<file path="src/core/sec_consts.svh">
// Register offsets, field positions, reset values and timing counts of the sleep entry control.
`ifndef SEC_CONSTS_SVH
`define SEC_CONSTS_SVH

// Register byte offsets.
`define SEC_OFF_CTRL_ONE    12'h000
`define SEC_OFF_CTRL_TWO    12'h004
`define SEC_OFF_STATUS      12'h008
`define SEC_OFF_WAKE_EN     12'h00C
`define SEC_OFF_TYPE_MAP    12'h010
`define SEC_OFF_FW_CMD      12'h014

// Control register fields.
`define SEC_TYPE_LSB        10
`define SEC_TYPE_MSB        12
`define SEC_ENABLE_BIT      13

// Status register fields.
`define SEC_STS_WAKE_BIT    15
`define SEC_STS_ASLEEP_BIT  0
`define SEC_STS_STATE_LSB   1

// Number of wake event inputs and sleeping states.
`define SEC_WAKE_NUM        8
`define SEC_STATE_NUM       4

// Default type map: codes 1..4 are valid and all select state 0, others unimplemented.
`define SEC_TYPE_MAP_RESET  32'h0000_001E
`define SEC_FW_HIB_VALUE    8'hA5

// Sequencing step time and its cycle count at 20 MHz.
`define SEC_CLK_HZ          20000000
`define SEC_STEP_NS         500
`define SEC_STEP_CYCLES     ((`SEC_STEP_NS * (`SEC_CLK_HZ / 1000000) + 999) / 1000)

// Bus responses.
`define SEC_RESP_OKAY       2'h0
`define SEC_RESP_SLVERR     2'h2

`endif

</file>
<file path="src/core/sec_pkg.sv">
// Types shared by the sleep entry control modules.
package sec_pkg;

	// Sequencer phases.
	typedef enum logic [2:0] {
		SEC_WORKING,
		SEC_HALT_CPU,
		SEC_STOP_CLK,
		SEC_POWER_OFF,
		SEC_ASLEEP,
		SEC_RESTORE
	} sec_phase_e;

	// One accepted sleep request.
	typedef struct packed {
		logic       go;
		logic [1:0] state;
	} sec_req_s;

	// Platform power controls driven to the board.
	typedef struct packed {
		logic       cpu_halt;
		logic       clk_stop;
		logic       mem_self_refresh;
		logic       power_off;
	} sec_plane_s;

	// Bus slave state.
	typedef struct packed {
		logic        awvalid_seen;
		logic [11:0] awaddr;
		logic        wvalid_seen;
		logic [31:0] wdata;
		logic [3:0]  wstrb;
		logic        bvalid;
		logic [1:0]  bresp;
		logic        rvalid;
		logic [31:0] rdata;
		logic [1:0]  rresp;
	} sec_axi_s;

endpackage : sec_pkg

</file>
<file path="src/core/sec_sleep_ctrl.sv">
// Sleep entry control: register slave, type decode, power-plane sequencer and wake logic.
// How it works
// - Each control register carries a three-bit sleep type field.
// - A single sleep enable bit launches entry into the selected state.
// - The type used is the one carried by the write that sets enable.
// - Two control groups exist; each holds its own sleep type value.
// - A software map turns each type code into a hardware sleeping state.
// - Hardware sets the wake status flag while the system sleeps.
// - The processor is halted in every sleeping state, not merely slowed.
// - One to four sleeping states are implemented.
// - Power-plane sequencing starts when the sleep enable bit is set.
// - Prepare-to-sleep housekeeping never starts sequencing by itself.
// - An enabled wake event seen in the asleep phase undoes the sequence and restarts clocks; during the entry steps wakes are ignored.
`timescale 1ns/1ps
`include "sec_consts.svh"

module sec_sleep_ctrl #(
	parameter int WAKE_NUM   = `SEC_WAKE_NUM,
	parameter int STEP_COUNT = `SEC_STEP_CYCLES
) (
	// Clock and reset.
	input  wire logic                aclk,
	input  wire logic                aresetn,
	// AXI4-Lite write address and data.
	input  wire logic                s_axi_awvalid,
	output logic                     s_axi_awready,
	input  wire logic [11:0]         s_axi_awaddr,
	input  wire logic                s_axi_wvalid,
	output logic                     s_axi_wready,
	input  wire logic [31:0]         s_axi_wdata,
	input  wire logic [3:0]          s_axi_wstrb,
	// AXI4-Lite write response.
	output logic                     s_axi_bvalid,
	input  wire logic                s_axi_bready,
	output logic [1:0]               s_axi_bresp,
	// AXI4-Lite read.
	input  wire logic                s_axi_arvalid,
	output logic                     s_axi_arready,
	input  wire logic [11:0]         s_axi_araddr,
	output logic                     s_axi_rvalid,
	input  wire logic                s_axi_rready,
	output logic [31:0]              s_axi_rdata,
	output logic [1:0]               s_axi_rresp,
	// Wake event pins.
	input  wire logic [WAKE_NUM-1:0] wake_pins,
	// Platform controls.
	output sec_pkg::sec_plane_s      plane,
	output logic                     fw_hibernate_req,
	output logic                     sleeping
);

	// Whole module state.
	typedef struct packed {
		sec_pkg::sec_axi_s   axi;
		logic [2:0]          sleep_type_group_one;
		logic [2:0]          sleep_type_group_two;
		logic [WAKE_NUM-1:0] wake_en;
		logic [31:0]         type_map;
		logic                wake_status_flag;
		sec_pkg::sec_phase_e phase;
		logic [1:0]          target;
		logic [15:0]         step_cnt;
		sec_pkg::sec_plane_s plane;
		logic                fw_req;
		logic                awready;
		logic                wready;
		logic                arready;
		logic                sleeping;
	} sec_state_s;

	sec_state_s          state_reg;
	sec_state_s          state_next;
	logic [WAKE_NUM-1:0] wake_sync;
	logic                dec_valid;
	logic [1:0]          dec_state;
	logic                wr_fire;
	logic                rd_fire;
	logic [2:0]          wr_type;

	// Wake pins come from outside this clock domain.
	sec_wake_sync #(
		.WIDTH    (WAKE_NUM)
	) i_sec_wake_sync (
		.aclk     (aclk),
		.aresetn  (aresetn),
		.pin_in   (wake_pins),
		.sync_out (wake_sync)
	);

	// The type decoded is the one in the write being taken, not a stored copy.
	assign wr_type = state_reg.axi.wdata[`SEC_TYPE_MSB:`SEC_TYPE_LSB];

	sec_type_decode i_sec_type_decode (
		.type_code (wr_type),
		.type_map  (state_reg.type_map),
		.valid     (dec_valid),
		.state     (dec_state)
	);

	// A write completes once both halves are held and no earlier answer is waiting.
	assign wr_fire = state_reg.axi.awvalid_seen && state_reg.axi.wvalid_seen
		&& !state_reg.axi.bvalid;
	assign rd_fire = s_axi_arvalid && !state_reg.axi.rvalid;

	// Outputs straight from flip-flops.
	assign s_axi_awready    = state_reg.awready;
	assign s_axi_wready     = state_reg.wready;
	assign s_axi_bvalid     = state_reg.axi.bvalid;
	assign s_axi_bresp      = state_reg.axi.bresp;
	assign s_axi_arready    = state_reg.arready;
	assign s_axi_rvalid     = state_reg.axi.rvalid;
	assign s_axi_rdata      = state_reg.axi.rdata;
	assign s_axi_rresp      = state_reg.axi.rresp;
	assign plane            = state_reg.plane;
	assign fw_hibernate_req = state_reg.fw_req;
	assign sleeping         = state_reg.sleeping;

	// Next-state logic: bus slave, sequencer and wake handling.
	always_comb begin
		logic wake_hit;
		logic step_done;
		wake_hit   = 1'b0;
		step_done  = 1'b0;
		state_next = state_reg;
		state_next.fw_req = 1'b0;
		wake_hit  = |(wake_sync & state_reg.wake_en);
		step_done = (state_reg.step_cnt == 16'(STEP_COUNT - 1));

		// Address and data are caught in either order and held until both arrive.
		if (s_axi_awvalid && s_axi_awready) begin
			state_next.axi.awvalid_seen = 1'b1;
			state_next.axi.awaddr       = s_axi_awaddr;
		end
		if (s_axi_wvalid && s_axi_wready) begin
			state_next.axi.wvalid_seen = 1'b1;
			state_next.axi.wdata       = s_axi_wdata;
			state_next.axi.wstrb       = s_axi_wstrb;
		end

		// A complete write updates the targeted register.
		if (wr_fire) begin
			state_next.axi.awvalid_seen = 1'b0;
			state_next.axi.wvalid_seen  = 1'b0;
			state_next.axi.bvalid       = 1'b1;
			state_next.axi.bresp        = `SEC_RESP_OKAY;
			unique case (state_reg.axi.awaddr)
				`SEC_OFF_CTRL_ONE, `SEC_OFF_CTRL_TWO: begin
					if (state_reg.axi.wstrb[1]) begin
						if (state_reg.axi.awaddr == `SEC_OFF_CTRL_ONE) begin
							state_next.sleep_type_group_one = wr_type;
						end else begin
							state_next.sleep_type_group_two = wr_type;
						end
						// Only an enable write can start sequencing, never a type load alone.
						if (state_reg.axi.wdata[`SEC_ENABLE_BIT] && dec_valid
							&& state_reg.phase == sec_pkg::SEC_WORKING) begin
							state_next.target = dec_state;
							state_next.phase  = sec_pkg::SEC_HALT_CPU;
							state_next.step_cnt = 16'h0000;
						end
					end
				end
				`SEC_OFF_STATUS: begin
					// Write one to clear; a wake in the same cycle is set later in this process.
					if (state_reg.axi.wstrb[1] && state_reg.axi.wdata[`SEC_STS_WAKE_BIT]) begin
						state_next.wake_status_flag = 1'b0;
					end
				end
				`SEC_OFF_WAKE_EN: begin
					if (state_reg.axi.wstrb[0]) begin
						state_next.wake_en = state_reg.axi.wdata[WAKE_NUM-1:0];
					end
				end
				`SEC_OFF_TYPE_MAP: begin
					state_next.type_map = state_reg.axi.wdata;
				end
				`SEC_OFF_FW_CMD: begin
					if (state_reg.axi.wstrb[0]
						&& state_reg.axi.wdata[7:0] == `SEC_FW_HIB_VALUE) begin
						state_next.fw_req = 1'b1;
					end
				end
				default: begin
					state_next.axi.bresp = `SEC_RESP_SLVERR;
				end
			endcase
		end
		// The response stands until the master takes it.
		if (state_reg.axi.bvalid && s_axi_bready) begin
			state_next.axi.bvalid = 1'b0;
		end

		// Reads; the enable bit always reads back zero.
		if (rd_fire) begin
			state_next.axi.rvalid = 1'b1;
			state_next.axi.rresp  = `SEC_RESP_OKAY;
			state_next.axi.rdata  = 32'h0000_0000;
			unique case (s_axi_araddr)
				`SEC_OFF_CTRL_ONE: state_next.axi.rdata[`SEC_TYPE_MSB:`SEC_TYPE_LSB] =
					state_reg.sleep_type_group_one;
				`SEC_OFF_CTRL_TWO: state_next.axi.rdata[`SEC_TYPE_MSB:`SEC_TYPE_LSB] =
					state_reg.sleep_type_group_two;
				`SEC_OFF_STATUS: begin
					state_next.axi.rdata[`SEC_STS_WAKE_BIT]   = state_reg.wake_status_flag;
					state_next.axi.rdata[`SEC_STS_ASLEEP_BIT] =
						(state_reg.phase != sec_pkg::SEC_WORKING);
					state_next.axi.rdata[`SEC_STS_STATE_LSB +: 2] = state_reg.target;
				end
				`SEC_OFF_WAKE_EN:  state_next.axi.rdata[WAKE_NUM-1:0] = state_reg.wake_en;
				`SEC_OFF_TYPE_MAP: state_next.axi.rdata = state_reg.type_map;
				`SEC_OFF_FW_CMD:   state_next.axi.rdata = 32'h0000_0000;
				default:           state_next.axi.rresp = `SEC_RESP_SLVERR;
			endcase
		end
		// Read data stand until the master takes them.
		if (state_reg.axi.rvalid && s_axi_rready) begin
			state_next.axi.rvalid = 1'b0;
		end

		// Sequencer: each step waits one step time before the next plane changes.
		if (state_reg.phase != sec_pkg::SEC_WORKING && state_reg.phase != sec_pkg::SEC_ASLEEP) begin
			state_next.step_cnt = step_done ? 16'h0000 : state_reg.step_cnt + 16'h0001;
		end
		// Planes are only added on the way down and only removed on the way up.
		unique case (state_reg.phase)
			sec_pkg::SEC_WORKING: begin
				state_next.plane = '0;
			end
			sec_pkg::SEC_HALT_CPU: begin
				// Halt, not slow down: the processor runs no instructions asleep.
				state_next.plane.cpu_halt = 1'b1;
				if (step_done) begin
					state_next.phase = (state_reg.target == 2'h0) ?
						sec_pkg::SEC_ASLEEP : sec_pkg::SEC_STOP_CLK;
				end
			end
			sec_pkg::SEC_STOP_CLK: begin
				state_next.plane.clk_stop         = 1'b1;
				state_next.plane.mem_self_refresh = 1'b1;
				if (step_done) begin
					state_next.phase = (state_reg.target >= 2'h2) ?
						sec_pkg::SEC_POWER_OFF : sec_pkg::SEC_ASLEEP;
				end
			end
			sec_pkg::SEC_POWER_OFF: begin
				state_next.plane.power_off = 1'b1;
				if (step_done) begin
					state_next.phase = sec_pkg::SEC_ASLEEP;
				end
			end
			sec_pkg::SEC_ASLEEP: begin
				if (wake_hit) begin
					state_next.wake_status_flag = 1'b1;
					state_next.phase            = sec_pkg::SEC_RESTORE;
					state_next.step_cnt         = 16'h0000;
					state_next.plane.power_off  = 1'b0;
				end
			end
			sec_pkg::SEC_RESTORE: begin
				// Clocks restart before the processor is released.
				state_next.plane.clk_stop         = 1'b0;
				state_next.plane.mem_self_refresh = 1'b0;
				if (step_done) begin
					state_next.plane.cpu_halt = 1'b0;
					state_next.phase          = sec_pkg::SEC_WORKING;
				end
			end
			// The two spare phase codes cannot be reached; fall back to working.
			default: begin
				state_next.phase = sec_pkg::SEC_WORKING;
				state_next.plane = '0;
			end
		endcase

		// Ready and sleeping are worked out from the next state so that they leave a
		// flip-flop directly; their timing is that of the state bits behind them.
		state_next.awready  = !state_next.axi.awvalid_seen && !state_next.axi.bvalid;
		state_next.wready   = !state_next.axi.wvalid_seen && !state_next.axi.bvalid;
		state_next.arready  = !state_next.axi.rvalid;
		// The flag keeps sleeping high after a wake until software clears it.
		state_next.sleeping = state_next.wake_status_flag
			|| (state_next.phase == sec_pkg::SEC_ASLEEP);
	end

	// One register for the whole state.
	always_ff @(posedge aclk) begin
		if (!aresetn) begin
			state_reg          <= '0;
			state_reg.type_map <= `SEC_TYPE_MAP_RESET;
			state_reg.phase    <= sec_pkg::SEC_WORKING;
			// An idle slave offers its ready signals straight out of reset.
			state_reg.awready  <= 1'b1;
			state_reg.wready   <= 1'b1;
			state_reg.arready  <= 1'b1;
		end else begin
			state_reg <= state_next;
		end
	end

endmodule : sec_sleep_ctrl

</file>
<file path="src/core/sec_type_decode.sv">
// Decoder from a sleep type code to an implemented hardware sleeping state.
`timescale 1ns/1ps
`include "sec_consts.svh"

module sec_type_decode #(
	parameter int STATES = `SEC_STATE_NUM
) (
	// Code under test and the software-owned map.
	input  wire logic [2:0]  type_code,
	input  wire logic [31:0] type_map,
	// Decoded result.
	output logic             valid,
	output logic [1:0]       state
);

	// Map word holds a valid flag per code in bits 7:0 and state index pairs above.
	always_comb begin
		valid = type_map[type_code];
		state = type_map[8 + 2 * type_code +: 2];
	end

endmodule : sec_type_decode

</file>
<file path="src/core/sec_wake_sync.sv">
// Two-flop synchronisers for the wake event pins.
`timescale 1ns/1ps

module sec_wake_sync #(
	parameter int WIDTH = 8
) (
	// Clock and reset.
	input  wire logic             aclk,
	input  wire logic             aresetn,
	// Asynchronous pins and their synchronised copy.
	input  wire logic [WIDTH-1:0] pin_in,
	output logic      [WIDTH-1:0] sync_out
);

	logic [WIDTH-1:0] first_reg;

	// The first stage feeds the second stage only, so metastability never spreads.
	genvar i;
	for (i = 0; i < WIDTH; i = i + 1) begin : g_bit
		always_ff @(posedge aclk) begin
			if (!aresetn) begin
				first_reg[i] <= 1'b0;
				sync_out[i]  <= 1'b0;
			end else begin
				first_reg[i] <= pin_in[i];
				sync_out[i]  <= first_reg[i];
			end
		end
	end

endmodule : sec_wake_sync

</file>
<file path="config.mk">
export PLATFORM = sky130hd
export DESIGN_NAME = sec_sleep_ctrl
export DESIGN_NICKNAME = d
export VERILOG_FILES = /design/src/core/sec_pkg.sv /design/src/core/sec_sleep_ctrl.sv /design/src/core/sec_type_decode.sv /design/src/core/sec_wake_sync.sv
export VERILOG_INCLUDE_DIRS = /design/src /design/src/core
export SDC_FILE = /design/constraint.sdc
export NUM_CORES = 1
export LEC_CHECK = 0
export ABC_AREA = 1
export BUFFER_PORTS_ARGS = -buffer_cell sky130_fd_sc_hd__buf_2
export CORE_UTILIZATION = 57
export DETAILED_ROUTE_END_ITERATION = 8
export GPL_TIMING_DRIVEN = 0
export HOLD_SLACK_MARGIN = 0.05
export PLACE_DENSITY = 0.8
export RECOVER_POWER = 100
export REMOVE_ABC_BUFFERS = 1
export SLEW_MARGIN = 5
export SYNTH_ARGS = -nofsm -noshare
export SYNTH_HDL_FRONTEND = slang
export SYNTH_SLANG_ARGS = --single-unit
</file>
<file path="constraint.sdc">
create_clock -name aclk -period 2.14 [get_ports aclk]
set_clock_uncertainty 0.2 [all_clocks]
set_input_delay 0.214 -clock aclk [delete_from_list [all_inputs] [get_ports aclk]]
set_output_delay 0.214 -clock aclk [all_outputs]
set_load 0.005 [all_outputs]
</file>
Word-level counts from Yosys, hierarchy flattened
Cells that the tools add are included.
{"block": "totals", "reg_bits": 181, "input_bits": 75, "elab_cells": 158, "output_inout_bits": 47}
{"block": "op_classes", "n_reduce_logical": 41, "eq_ne": 21, "bitwise": 4, "shift": 1, "add_sub_neg": 2, "muxes": 44, "magnitude_cmp": 2}
{"op": "two-way mux 16 bit", "n": 5}
{"op": "two-way mux 21 bit", "n": 3}
{"op": "== test 12 x 4 -> 1 bit, second input constant", "n": 4}
{"op": "== test 12 x 5 -> 1 bit, second input constant", "n": 4}
{"op": "two-way mux 37 bit", "n": 1}
{"op": "two-way mux 35 bit", "n": 1}
{"op": "variable part select 32 x 6 -> 2 bit", "n": 1}
{"op": "== test 12 x 3 -> 1 bit, second input constant", "n": 2}
{"op": "zero test 12 bit", "n": 2}
{"op": "two-way mux 22 bit", "n": 1}
{"op": "two-way mux 3 bit", "n": 7}
{"op": "case mux 3 bit (3 select lines)", "n": 2}
{"op": "case mux 3 bit (6 select lines)", "n": 1}
{"op": "adder 16 x 1 -> 16 bit, second input constant", "n": 1}
{"op": "== test 16 x 4 -> 1 bit, second input constant", "n": 1}
{"op": "logical AND 1 bit", "n": 14}
{"op": "two-way mux 13 bit", "n": 1}
{"op": "AND reduction 4 bit", "n": 3}
{"op": "OR reduction 6 bit", "n": 2}
{"op": "two-way mux 1 bit", "n": 11}
{"op": "case mux 5 bit (2 select lines)", "n": 1}
{"op": "== test 3 bit, second input constant", "n": 3}
{"op": "OR reduction 3 bit", "n": 3}
{"op": "AND 8 bit", "n": 1}
{"op": "24 further kinds", "n": 40}

Longest topological paths before layout
Gate-level depths: netlist of run 1.
{"block": "logic_depth", "word_depth": 12, "mapped_depth": 12, "ltp_nobuf": 12}

Modules after synthesis
Synthesis of run 1 repeated with hierarchy kept, for this count alone.
{"block": "unflattened", "hier_cells": 1104, "hier_area_um2": 7966.4}
{"module": "sec_sleep_ctrl", "seq_area_each_um2": 3203.1, "area_per_inst_um2": 7146.9, "cells_each": 974, "instances": 1}
{"module": "sec_wake_sync", "seq_area_each_um2": 320.3, "area_per_inst_um2": 484.2, "cells_each": 50, "instances": 1}
{"module": "sec_type_decode", "seq_area_each_um2": 0.0, "area_per_inst_um2": 335.3, "cells_each": 80, "instances": 1}

Least setup slack after synthesis of run 1
No wires, ideal clock.
{"block": "synth_path", "kind": "reg2reg", "startpoint": "register state_reg[9] (netlist name)", "endpoint": "register state_reg[23] (netlist name)", "setup_time_ns": 0.066, "arrival_ns": 1.333, "n_path_buf": 0, "slack_ns": 0.541, "period_less_slack_ns": 1.599, "stages_incl_launch_ff": 12, "t_required_ns": 1.874, "cell_sequence": "dfxtp_1 ha_1 nand2_1 inv_2 nand2_2 nor2_4 nand2_2 nor2_4 nand2_2 o21ai_2 nand3_1 a21oi_2"}
{"block": "synth_between", "elab_chain_cells": 5, "elab_cells_between_ends": 6, "classes_between": "add/sub (1); eq/ne (1); mux (4)"}
{"item": "from (decl)", "line_no": "sec_sleep_ctrl.sv:71", "source": "sec_state_s state_reg;"}
{"item": "from (signal assigned)", "line_no": "sec_sleep_ctrl.sv:296", "source": "state_reg <= state_next;"}
{"item": "adder 16 x 1 -> 16 bit or == test 16 x 4 -> 1 bit (tied branches)", "line_no": "sec_sleep_ctrl.sv:222, sec_sleep_ctrl.sv:127"}
{"item": "two-way mux 16 bit *", "line_no": "sec_sleep_ctrl.sv:222", "source": "state_next.step_cnt = step_done ? 16'h0000 : state_reg.step_cnt + 16'h0001;"}
{"item": "two-way mux 16 bit *", "line_no": "sec_sleep_ctrl.sv:221", "source": "if (state_reg.phase != sec_pkg::SEC_WORKING && state_reg.phase != sec_pkg::SEC_ASLEEP) begin"}
{"item": "two-way mux 16 bit", "line_no": "sec_sleep_ctrl.sv:252", "source": "if (wake_hit) begin"}
{"item": "two-way mux 16 bit *", "line_no": "sec_sleep_ctrl.sv:225", "source": "unique case (state_reg.phase)"}
Mark *: on every way between the ends. The rest lies on a longest branch, timed or not.
A chain may end at the register's enable or synchronous reset.

Worst setup path in the final report of run 1
{"block": "layout_path", "startpoint": "register state_reg[153] (netlist name)", "endpoint": "register state_reg (netlist bit sleeping)"}
{"block": "layout_between", "elab_chain_cells": 8, "elab_cells_between_ends": 16, "classes_between": "eq/ne (3); mux (10); reduce/logical (3)"}
{"item": "== test 12 x 3 -> 1 bit or zero test 12 bit (tied branches)", "line_no": "sec_sleep_ctrl.sv:146", "source": "unique case (state_reg.axi.awaddr)"}
{"item": "OR reduction 2 bit", "line_no": "sec_sleep_ctrl.sv:146"}
{"item": "two-way mux 21 bit", "line_no": "sec_sleep_ctrl.sv:146"}
{"item": "two-way mux 22 bit *", "line_no": "sec_sleep_ctrl.sv:141", "source": "if (wr_fire) begin"}
{"item": "two-way mux 3 bit, or another cell as far along", "line_no": "sec_sleep_ctrl.sv:263", "source": "if (step_done) begin"}
{"item": "case mux 3 bit (6 select lines)", "line_no": "sec_sleep_ctrl.sv:225"}
{"item": "== test 3 bit", "line_no": "sec_sleep_ctrl.sv:282", "source": "|| (state_next.phase == sec_pkg::SEC_ASLEEP);"}
{"item": "logical OR 1 bit *", "line_no": "sec_sleep_ctrl.sv:282"}
Marked as above.

==> results.md, run 1 <==
- Post-synthesis adder-cell area fraction: 0.003184
- Simple-gate share of the synthesized area: 0.2246
- Via count of the first global-routing pass: 6505
- Later-pin clock latency in the skew report: 430 ps
- Compound-Gate Fraction of Synth Area: 0.1882
- Slew @ Worst Pin: 682.7 ps
- Final net count: 1249
- Warnings, synthesis: 0
- Routed len/inst: 14.34 µm
- GPL Wtd Cong: 0.8520
- Vias: 7221
- Root Buffer: clkbuf_16
- Setup tns final: 0 ps
- Detail Placement HPWL: 11.58 mm
- Starting Density: 0.5889
- Setup crit start: state_reg[153]
- Final Power: 7723 µW
- Hold Path Class: input port to register
- Post-synthesis mux area share: 0
- CP Capture Type: register
- CTS tree: done
- DRT antenna net count: 0
- Register bit count reported by yosys: 176
- IO Port Bufs: 117
- CTS buffer count: 17
- Min-delay src: s_axi_araddr[0]
- Design Area, Final: 9424 µm²
- Final std cells w/o fill: 1361
- Avg Vias per Cell: 5.306
- Clock power frac: 0.453
- Post-Place Cell Area: 8119 µm²
- H-tree depth: 4
- Initial DRC Count: 659
- Commonest non-fill, non-tap cell in the layout: dfxtp_1
- Filler instances: 1102
- Worst slew margin: 0.5438
- Initial DRT Pass Iterations: 5
- Endpoints failing setup: 0
- RSZ-0062 raised after global routing: false
- Sink Count: 176
- Pwr per Cell Area: 819.5 nW/µm²
- Post-synthesis cell count: 1061
- First-pass GRT wire length: 31.42 mm
- P_int: 5879 µW
- Synth Cell Area: 7860 µm²
- FF-to-FF Start: state_reg[153]
- Critical path startpoint category: register
- CTS max path bufs: 2
- Num ports: 122
- Die X: 119.4 µm
- Share of post-route cells with drive strength above 1: 0.1662
- Post-synthesis cell type count: 38
- Number of flip-flops under the largest register name: 116
- Max frequency: 496.6 MHz
- Data required time at the worst endpoint: 2260 ps
- Die area: 14260 µm²
- Outcome: completed
- Post-layout minimum cycle time: 2014 ps
- Worst-path clk slew: 70 ps
- Slew Viols, Final: 0
- Net switching power: 1843 µW
- Final Hold Vio Count: 0
- Largest family of logic cells by synthesized area: simple AND/OR/NAND/NOR gates
- Worst VDD drop: 0.5223 mV
- Ant diodes: 0
- Sequential share of the synthesized area: 0.4483
- Row count: 42
- Placed Instances: 1266
- Footprint of the multi-input gates: 3321 µm²
- Largest net degree at the start of global routing: 76
- Global route overflow: 0
- Sw Ratio: 0.2387
- Routed WL: 19.51 mm
- Core Area: 13350 µm²
- GRT Resource Usage Total: 0.2807
- # DRC: 0
- Register area: 3526 µm²
- Antenna violations before repair: 0
- Setup CP Type: register to register
- Synth Area per Inst: 7.408 µm²
- Commonest non-fill, non-tap cells in the layout: dfxtp_1 (174), nand2_1 (155), o21ai_0 (138)
- Die height: 119.4 µm
- Max cap viols: 0
- Part of the power in combinational logic: 0.092
- Synth-to-layout area growth: 19.90%
- Crit path arrival time: 2130 ps
- Hold slack: 108.0 ps
- Reg power frac: 0.455
- Post-Synth XOR/XNOR Area: 0
- Pleak: 0.003980 µW
- Period Utilization, post-route: 0.9410
- CP max FO: 21
-- metal layers --
layer  track usage  wire length (µm)
met3       0.06082              1064
met1        0.3511              8411
met2        0.4637              9465
met4        0.1242               571
met5             0                 0
-- path summary, 6_finish.rpt --
check / endpoint / slack, ps / depth (start not counted)
setup / recovery: sleeping / 130 / 10
setup reg to reg: sleeping / 130 / 10
hold reg to reg: i_sec_wake_sync.sync_out[0] / 210 / 2
hold / removal: s_axi_rresp[1] / 110 / 5
-- per-stage QoR --
step | worst slack, ps | utilization
floorplan | 121.7 | -
global placement | -1815 | 0.6058
detailed placement | -274.8 | 0.6083
CTS | 21.92 | 0.7048
global route | 9.133 | 0.7060
finish | 126.3 | 0.7060
-- worst max-delay path, stage by stage, from the launching register on --
cell and delay, ps:
dfxtp_1 300, inv_1 100, nand2_1 130, nor2_4 340
o21ai_0 150, nor2_2 160, nand2_4 180, nand2_1 120
nand2_1 70, nand2_1 70, o21ai_1 60
-- cells by family after synthesis --
| family | count (synthesis) |
|---|---|
| adders and majority gates | 2 |
| other | 1 |
| AOI/OAI and AO/OA | 280 |
| DFF | 176 |
| buffers and inverters | 218 |
| and+or+nand+nor | 384 |
-- cell type report --
cell class / count / share of cell area
clock buffers: 20 / 0.04952
clock inverters: 12 / 0.02138
inverters: 128 / 0.05231
multi-input cells: 671 / 0.3524
flip-flops and latches: 176 / 0.3741
well taps: 176 / 0.02337
repair buffers: 177 / 0.1261
repair inverters: 1 / 0.0007966
-- cell usage after synthesis (all sizes together) --
library cell / n / area share
or2: 4 / 0.0032
a21boi: 1 / 0.0014
nand3b: 3 / 0.0029
o221ai: 3 / 0.0033
o2111ai: 1 / 0.0011
conb: 1 / 0.00048
dfxtp: 176 / 0.45
nand3: 62 / 0.046
clkinv: 3 / 0.0014
nand4: 9 / 0.0072
inv: 125 / 0.060
a21oi: 124 / 0.081
nor3: 11 / 0.013
o211ai: 5 / 0.0073
o21ai: 145 / 0.093
nor4: 2 / 0.0035
a31oi: 1 / 0.00080
nand2: 166 / 0.082
clkbuf: 26 / 0.012
nor2: 127 / 0.067
ha: 2 / 0.0032
buf: 64 / 0.062
-- power groups by stage --
stage	Combinational, µW	Sequential, µW	Clock, µW
3_5_place_dp	588	3580	0
6_report	710	3510	3500
4_1_cts	691	3510	3520
5_1_grt	789	3530	3660
3_3_place_gp	577	3580	0
2_1_floorplan	342	3570	0
-- what timing repair did --
action                                 CTS  global route
endpoints found under the hold margin   60             0
hold buffers                            57             0
cloned                                   3             1
resized for setup                        7            10
setup endpoints to repair               79            58
pin swaps                                1             1
setup buffers                            0             2
Note: power is estimated with default switching activity, not from simulation.
==> run 2: changes to the inputs <==
Settings changed: SETUP_SLACK_MARGIN set to 0.5, TNS_END_PERCENT set to 10.
==> run 2 against run 1 <==
Critical path depth fell by 5. Sequential share of layout area shrank 2.1 points. Worst hold slack worse by 12 ps. Final cell count up 2.9%. Via count grew 9.9%. Largest power group unchanged.
==> results.md, run 2 (synthesized netlist as in run 1, its figures left out) <==
- CP max FO: 25 (was 21)
- Max cap viols: 0 (unchanged)
- Final Power: 7914 µW (was 7723 µW)
- CP cell instances: nand2_8 > clkinvlp_2 > clkbuf_1 > nor2_1 > nor2_1 (was inv_1 > nand2_1 > nor2_4 > o21ai_0 > nor2_2 > nand2_4 > nand2_1 > nand2_1 > nand2_1 > o21ai_1)
- Via count of the first global-routing pass: 7237 (was 6505)
- Starting Density: 0.5889 (unchanged)
- Slew Viols, Final: 0 (unchanged)
- Largest net degree at the start of global routing: 76 (unchanged)
- CTS tree: done (unchanged)
- IO Port Bufs: 117 (unchanged)
- Filler instances: 982 (was 1102)
- CTS max path bufs: 2 (unchanged)
- Data required time at the worst endpoint: 2310 ps (was 2260 ps)
- Avg Vias per Cell: 5.667 (was 5.306)
- Critical path's slowest cell: dfxtp_1 (was nor2_4)
- Root Buffer: clkbuf_16 (unchanged)
- Row count: 42 (unchanged)
- CTS buffer count: 17 (unchanged)
- Pwr per Cell Area: 787.7 nW/µm² (was 819.5 nW/µm²)
- Final Hold Vio Count: 0 (unchanged)
- Vias: 7934 (was 7221)
- Reg-to-reg slack, setup: 170 ps (was 130 ps)
- GPL Wtd Cong: 0.8520 (unchanged)
- Placed Instances: 1266 (unchanged)
- Register area: 3545 µm² (was 3526 µm²)
- Synth-to-layout area growth: 27.81% (was 19.90%)
- Critical path startpoint category: register (unchanged)
- Hold slack: 96.44 ps (was 108.0 ps)
- Later-pin clock latency in the skew report: 440 ps (was 430 ps)
- Slew @ Worst Pin: 662.2 ps (was 682.7 ps)
- Antenna violations before repair: 1 (was 0)
- DRT antenna net count: 0 (unchanged)
- # DRC: 0 (unchanged)
- First-pass GRT wire length: 34.91 mm (was 31.42 mm)
- Period Utilization, post-route: 0.9193 (was 0.9410)
- CP most frequent cell: nor2_1 (was nand2_1)
- Max frequency: 508.3 MHz (was 496.6 MHz)
- Routed WL: 23.50 mm (was 19.51 mm)
- Worst-path clk slew: 70 ps (about the same)
- Post-layout minimum cycle time: 1967 ps (was 2014 ps)
- Die height: 119.4 µm (unchanged)
- GRT Resource Usage Total: 0.3124 (was 0.2807)
- H-tree depth: 4 (unchanged)
- Footprint of the multi-input gates: 3598 µm² (was 3321 µm²)
- Setup CP Type: register to register (unchanged)
- Die area: 14260 µm² (unchanged)
- Crit path arrival time: 2130 ps (about the same)
- Share of post-route cells with drive strength above 1: 0.2273 (was 0.1662)
- Outcome: completed (unchanged)
- Hold Path Class: input port to register (unchanged)
- Num ports: 122 (unchanged)
- Routed len/inst: 16.78 µm (was 14.34 µm)
- Final net count: 1287 (was 1249)
- Pleak: 0.004218 µW (was 0.003980 µW)
- CP Capture Type: register (unchanged)
- Worst slew margin: 0.5575 (was 0.5438)
- Core Area: 13350 µm² (unchanged)
- Critical path's largest stage delay: 620 ps (was 340 ps)
- Worst VDD drop: 0.5421 mV (was 0.5223 mV)
- Setup tns final: 0 ps (unchanged)
- Commonest non-fill, non-tap cell in the layout: dfxtp_1 (unchanged)
- RSZ-0062 raised after global routing: true (was false)
- Die X: 119.4 µm (unchanged)
- Global route overflow: 0 (unchanged)
- Detail Placement HPWL: 11.58 mm (unchanged)
- Endpoints failing setup: 0 (unchanged)
- Initial DRT Pass Iterations: 6 (was 5)
- Sink Count: 176 (unchanged)
- Final std cells w/o fill: 1400 (was 1361)
- Commonest non-fill, non-tap cells in the layout: dfxtp_1 (165), nand2_1 (145), a21oi_1 (114) (was dfxtp_1 (174), nand2_1 (155), o21ai_0 (138))
- Number of flip-flops under the largest register name: 116 (unchanged)
- Initial DRC Count: 900 (was 659)
run 2: cell count changes in the layout (fill, tap and decap cells not counted), sizes merged:
cell | before | now
nand3 | 65 | 69
buf | 101 | 125
clkinv | 5 | 3
clkinvlp | 4 | 5
bufinv | 5 | 6
diode | 0 | 1
nand2 | 166 | 168
clkbuf | 39 | 47
run 2: worst paths after layout:
check / to / depth (start not counted) / from
worst min register to register: i_sec_wake_sync.sync_out[0] / 2 / i_sec_wake_sync.first_reg[0]
worst min-delay path: s_axi_arready / 2 / aresetn
worst max register to register: state_reg[132] / 5 / s_axi_wready
worst max-delay path: state_reg[132] / 5 / s_axi_wready
run 2: per-stage QoR:
stage	setup WS [ps]	utilization	instance area, µm²
2_1_floorplan	121.7	-	7281
3_3_place_gp	-1815	0.6058	8087
3_5_place_dp	-274.8	0.6083	8119
4_1_cts	415.3	0.7376	9846
5_1_grt	157.8	0.7526	10050
6_report	172.6	0.7526	10050
run 2: timing repair:
item | CTS | global route
hold endpoints to repair | 60 | 0
pin swaps | 17 | 24
hold buffers | 57 | 0
setup buffers | 20 | 13
endpoints found under the setup margin | 128 | 127
gates cloned | 8 | 3
gates resized for setup | 65 | 60
run 2: worst max-delay path: cells and delay by family, from the launching register on:
kind,cells,cell delay (ps)
DFF,1,620
and+or+nand+nor,3,490
buffers and inverters,2,580
run 2: power breakdown:
| group | switching (µW) | internal, µW |
|---|---|---|
| registers | 108 | 3420 |
| clock network | 1340 | 2170 |
| logic | 516 | 352 |
| total | 1960 | 5950 |
run 2: per-layer routing:
layer	track usage	up-vias	share of wire
met2	0.5240	434	0.49
met4	0.1789	0	0.051
li1	-	3735	-
met1	0.3597	3642	0.38
met5	0	-	0
met3	0.08142	123	0.079
run 2: area by class of cell:
type	instances	area share
Multi-Input combinational cell	677	0.3582
Sequential cell	176	0.3528
Timing Repair Buffer	209	0.1475
Inverter	128	0.05231
Clock buffer	20	0.04646
Tap cell	176	0.02192
Clock inverter	12	0.02005
Timing Repair inverter	1	0.0004982
Antenna cell	1	0.0002491
==> run 3: changes to the inputs <==
Settings changed: CORE_UTILIZATION 57 to 50, PLACE_DENSITY 0.8 to 0.72.
==> run 3 against run 2 <==
Core utilization fell by 11 points. Final cell count rose by 1.6%. Clock power fell by 12%. Critical path depth did not move. Register-to-register slack improved by 70 ps. First-iteration DRC count fell by 33%. Die area rose by 14%. Critical endpoint is now state_reg[142]. Largest power group unchanged. Highest routed layer unchanged.
==> results.md, run 3 (synthesized netlist as in run 1, its figures left out) <==
- Design Area, Final: 9807 µm² (was 10050 µm²)
- Largest net degree at the start of global routing: 90 (was 76)
- Synth-to-layout area growth: 24.77% (was 27.81%)
- CTS tree: done (unchanged)
- Commonest non-fill, non-tap cell in the layout: dfxtp_1 (unchanged)
- Share of post-route cells with drive strength above 1: 0.2033 (was 0.2273)
- Detail Placement HPWL: 11.85 mm (was 11.58 mm)
- Global route overflow: 0 (unchanged)
- CP Capture Type: register (unchanged)
- Period Utilization, post-route: 0.8889 (was 0.9193)
- Root Buffer: clkbuf_16 (unchanged)
- RSZ-0062 raised after global routing: true (unchanged)
- Final net count: 1274 (was 1287)
- Hold Path Class: input port to register (unchanged)
- Vias: 7304 (was 7934)
- Slew @ Worst Pin: 718.5 ps (was 662.2 ps)
- Routed WL: 20.65 mm (was 23.50 mm)
- Clock power frac: 0.416 (was 0.444)
- Filler instances: 1325 (was 982)
- Register area: 3543 µm² (was 3545 µm²)
- Grt peak-use layer: met2 (unchanged)
- Net switching power: 1962 µW (about the same)
- Worst slew margin: 0.5210 (was 0.5575)
- CTS buffer count: 17 (unchanged)
- Number of flip-flops under the largest register name: 116 (unchanged)
- Critical path's largest stage delay: 550 ps (was 620 ps)
- IO Port Bufs: 117 (unchanged)
- DRT antenna net count: 0 (unchanged)
- P_int: 5438 µW (was 5952 µW)
- Part of the power in combinational logic: 0.109 (was 0.110)
- Data required time at the worst endpoint: 2300 ps (was 2310 ps)
- Outcome: completed (unchanged)
- GPL Wtd Cong: 0.8625 (was 0.8520)
- Cell family with most CP delay: buffers and inverters (was flip-flops)
- Slew Viols, Final: 0 (unchanged)
- Final Power: 7400 µW (was 7914 µW)
- CP cell instances: nand2_8 > clkinvlp_4 > clkbuf_1 > nor2_1 > nor2_1 (was nand2_8 > clkinvlp_2 > clkbuf_1 > nor2_1 > nor2_1)
- Buf/Inv on CP: 2 (unchanged)
- Max cap viols: 0 (unchanged)
- Critical path startpoint category: register (unchanged)
- Post-layout minimum cycle time: 1902 ps (was 1967 ps)
- Post-Place Cell Area: 8163 µm² (was 8119 µm²)
- Die area: 16230 µm² (was 14260 µm²)
- Crit path arrival time: 2060 ps (was 2130 ps)
- Pleak: 0.004111 µW (was 0.004218 µW)
- Met3 usage: 0.05360 (was 0.08142)
- CP max FO: 49 (was 25)
- Final Hold Vio Count: 0 (unchanged)
- Reg power frac: 0.475 (was 0.446)
- CTS max path bufs: 2 (unchanged)
- Endpoints failing setup: 0 (unchanged)
- Later-pin clock latency in the skew report: 430 ps (was 440 ps)
- Final std cells w/o fill: 1423 (was 1400)
- Placed Instances: 1301 (was 1266)
- Hold slack: 72.72 ps (was 96.44 ps)
- Sw Ratio: 0.2652 (was 0.2479)
- M2 GR Usage: 0.4275 (was 0.5240)
- Critical path's slowest cell: clkbuf_1 (was dfxtp_1)
- # DRC: 0 (unchanged)
- Commonest non-fill, non-tap cells in the layout: dfxtp_1 (168), nand2_1 (151), a21oi_1 (119) (was dfxtp_1 (165), nand2_1 (145), a21oi_1 (114))
- Num ports: 122 (unchanged)
- Starting Density: 0.5151 (was 0.5889)
- Die height: 127.4 µm (was 119.4 µm)
- Worst VDD drop: 0.5683 mV (was 0.5421 mV)
- Worst-path clk slew: 70 ps (about the same)
- First-pass GRT wire length: 32.59 mm (was 34.91 mm)
- Row count: 45 (was 42)
- Initial DRT Pass Iterations: 5 (was 6)
- Max frequency: 525.7 MHz (was 508.3 MHz)
- Die X: 127.4 µm (was 119.4 µm)
- Core Area: 15260 µm² (was 13350 µm²)
- Sink Count: 176 (unchanged)
- Via count of the first global-routing pass: 6612 (was 7237)
- H-tree depth: 4 (unchanged)
- CP most frequent cell: nor2_1 (unchanged)
- Antenna violations before repair: 2 (was 1)
- GRT Resource Usage Total: 0.2556 (was 0.3124)
- Routed len/inst: 14.51 µm (was 16.78 µm)
- Setup tns final: 0 ps (unchanged)
- Pwr per Cell Area: 754.6 nW/µm² (was 787.7 nW/µm²)
- Avg Vias per Cell: 5.133 (was 5.667)
- Initial DRC Count: 607 (was 900)
- Met1 Use GR: 0.3187 (was 0.3597)
- Setup CP Type: register to register (unchanged)
- Footprint of the multi-input gates: 3520 µm² (was 3598 µm²)
## run 3: changes by cell type in the layout (fill, tap and decap cells not counted), moves of 5 or more
cell,previous run,this run
buf_4,21,16
a21oi_1,114,119
a21oi_2,10,5
nand2_1,145,151
## run 3: routing by layer
layer,share of wire,vias up
li1,-,3698
met1,0.44,3354
met2,0.49,207
met3,0.047,45
met4,0.024,0
met5,0,-
## run 3: worst paths after layout
| kind | slack [ps] | endpoint | cells past startpoint | startpoint |
|---|---|---|---|---|
| worst min register to register | 210 | i_sec_wake_sync.sync_out[6] | 2 | i_sec_wake_sync.first_reg[6] |
| worst min-delay path | 70 | state_reg[48] | 3 | aresetn |
| worst max register to register | 240 | state_reg[142] | 5 | s_axi_wready |
| worst max-delay path | 240 | state_reg[142] | 5 | s_axi_wready |
## run 3: power by group through the flow
stage / Sequential [µW] / Combinational [µW] / Clock [µW]
4_1_cts: 3510 / 773 / 3100
6_report: 3520 / 807 / 3080
5_1_grt: 3530 / 893 / 3270
3_5_place_dp: 3580 / 591 / 0
3_3_place_gp: 3580 / 581 / 0
2_1_floorplan: 3570 / 342 / 0
## run 3: worst register-to-register path, stage by stage, from the launching register on
cell and delay, ps:
dfxtp_1 430, nand2_8 240, clkinvlp_4 160, clkbuf_1 550, nor2_1 110, nor2_1 140
## run 3: final cells by class
cell class	instances	area share
Antenna cell	2	0.0005103
Clock buffer	19	0.04516
Clock inverter	13	0.01442
Inverter	128	0.05307
Multi-Input combinational cell	675	0.3589
Sequential cell	176	0.3613
Tap cell	211	0.02692
Timing Repair Buffer	198	0.1389
Timing Repair inverter	1	0.0007655
## run 3: what timing repair did
item,CTS,global route
pin swaps,6,18
endpoints found under the hold margin,60,0
buffers inserted,13,10
resized for setup,33,52
cloned,6,2
hold buffers,57,0
endpoints found under the setup margin,138,113
## run 3: per-stage QoR
step,utilization,setup WS (ps)
global route,0.6426,152.3
CTS,0.6308,259.5
finish,0.6427,237.7
detailed placement,0.5350,-301.3
global placement,0.5328,-1950
floorplan,-,121.7
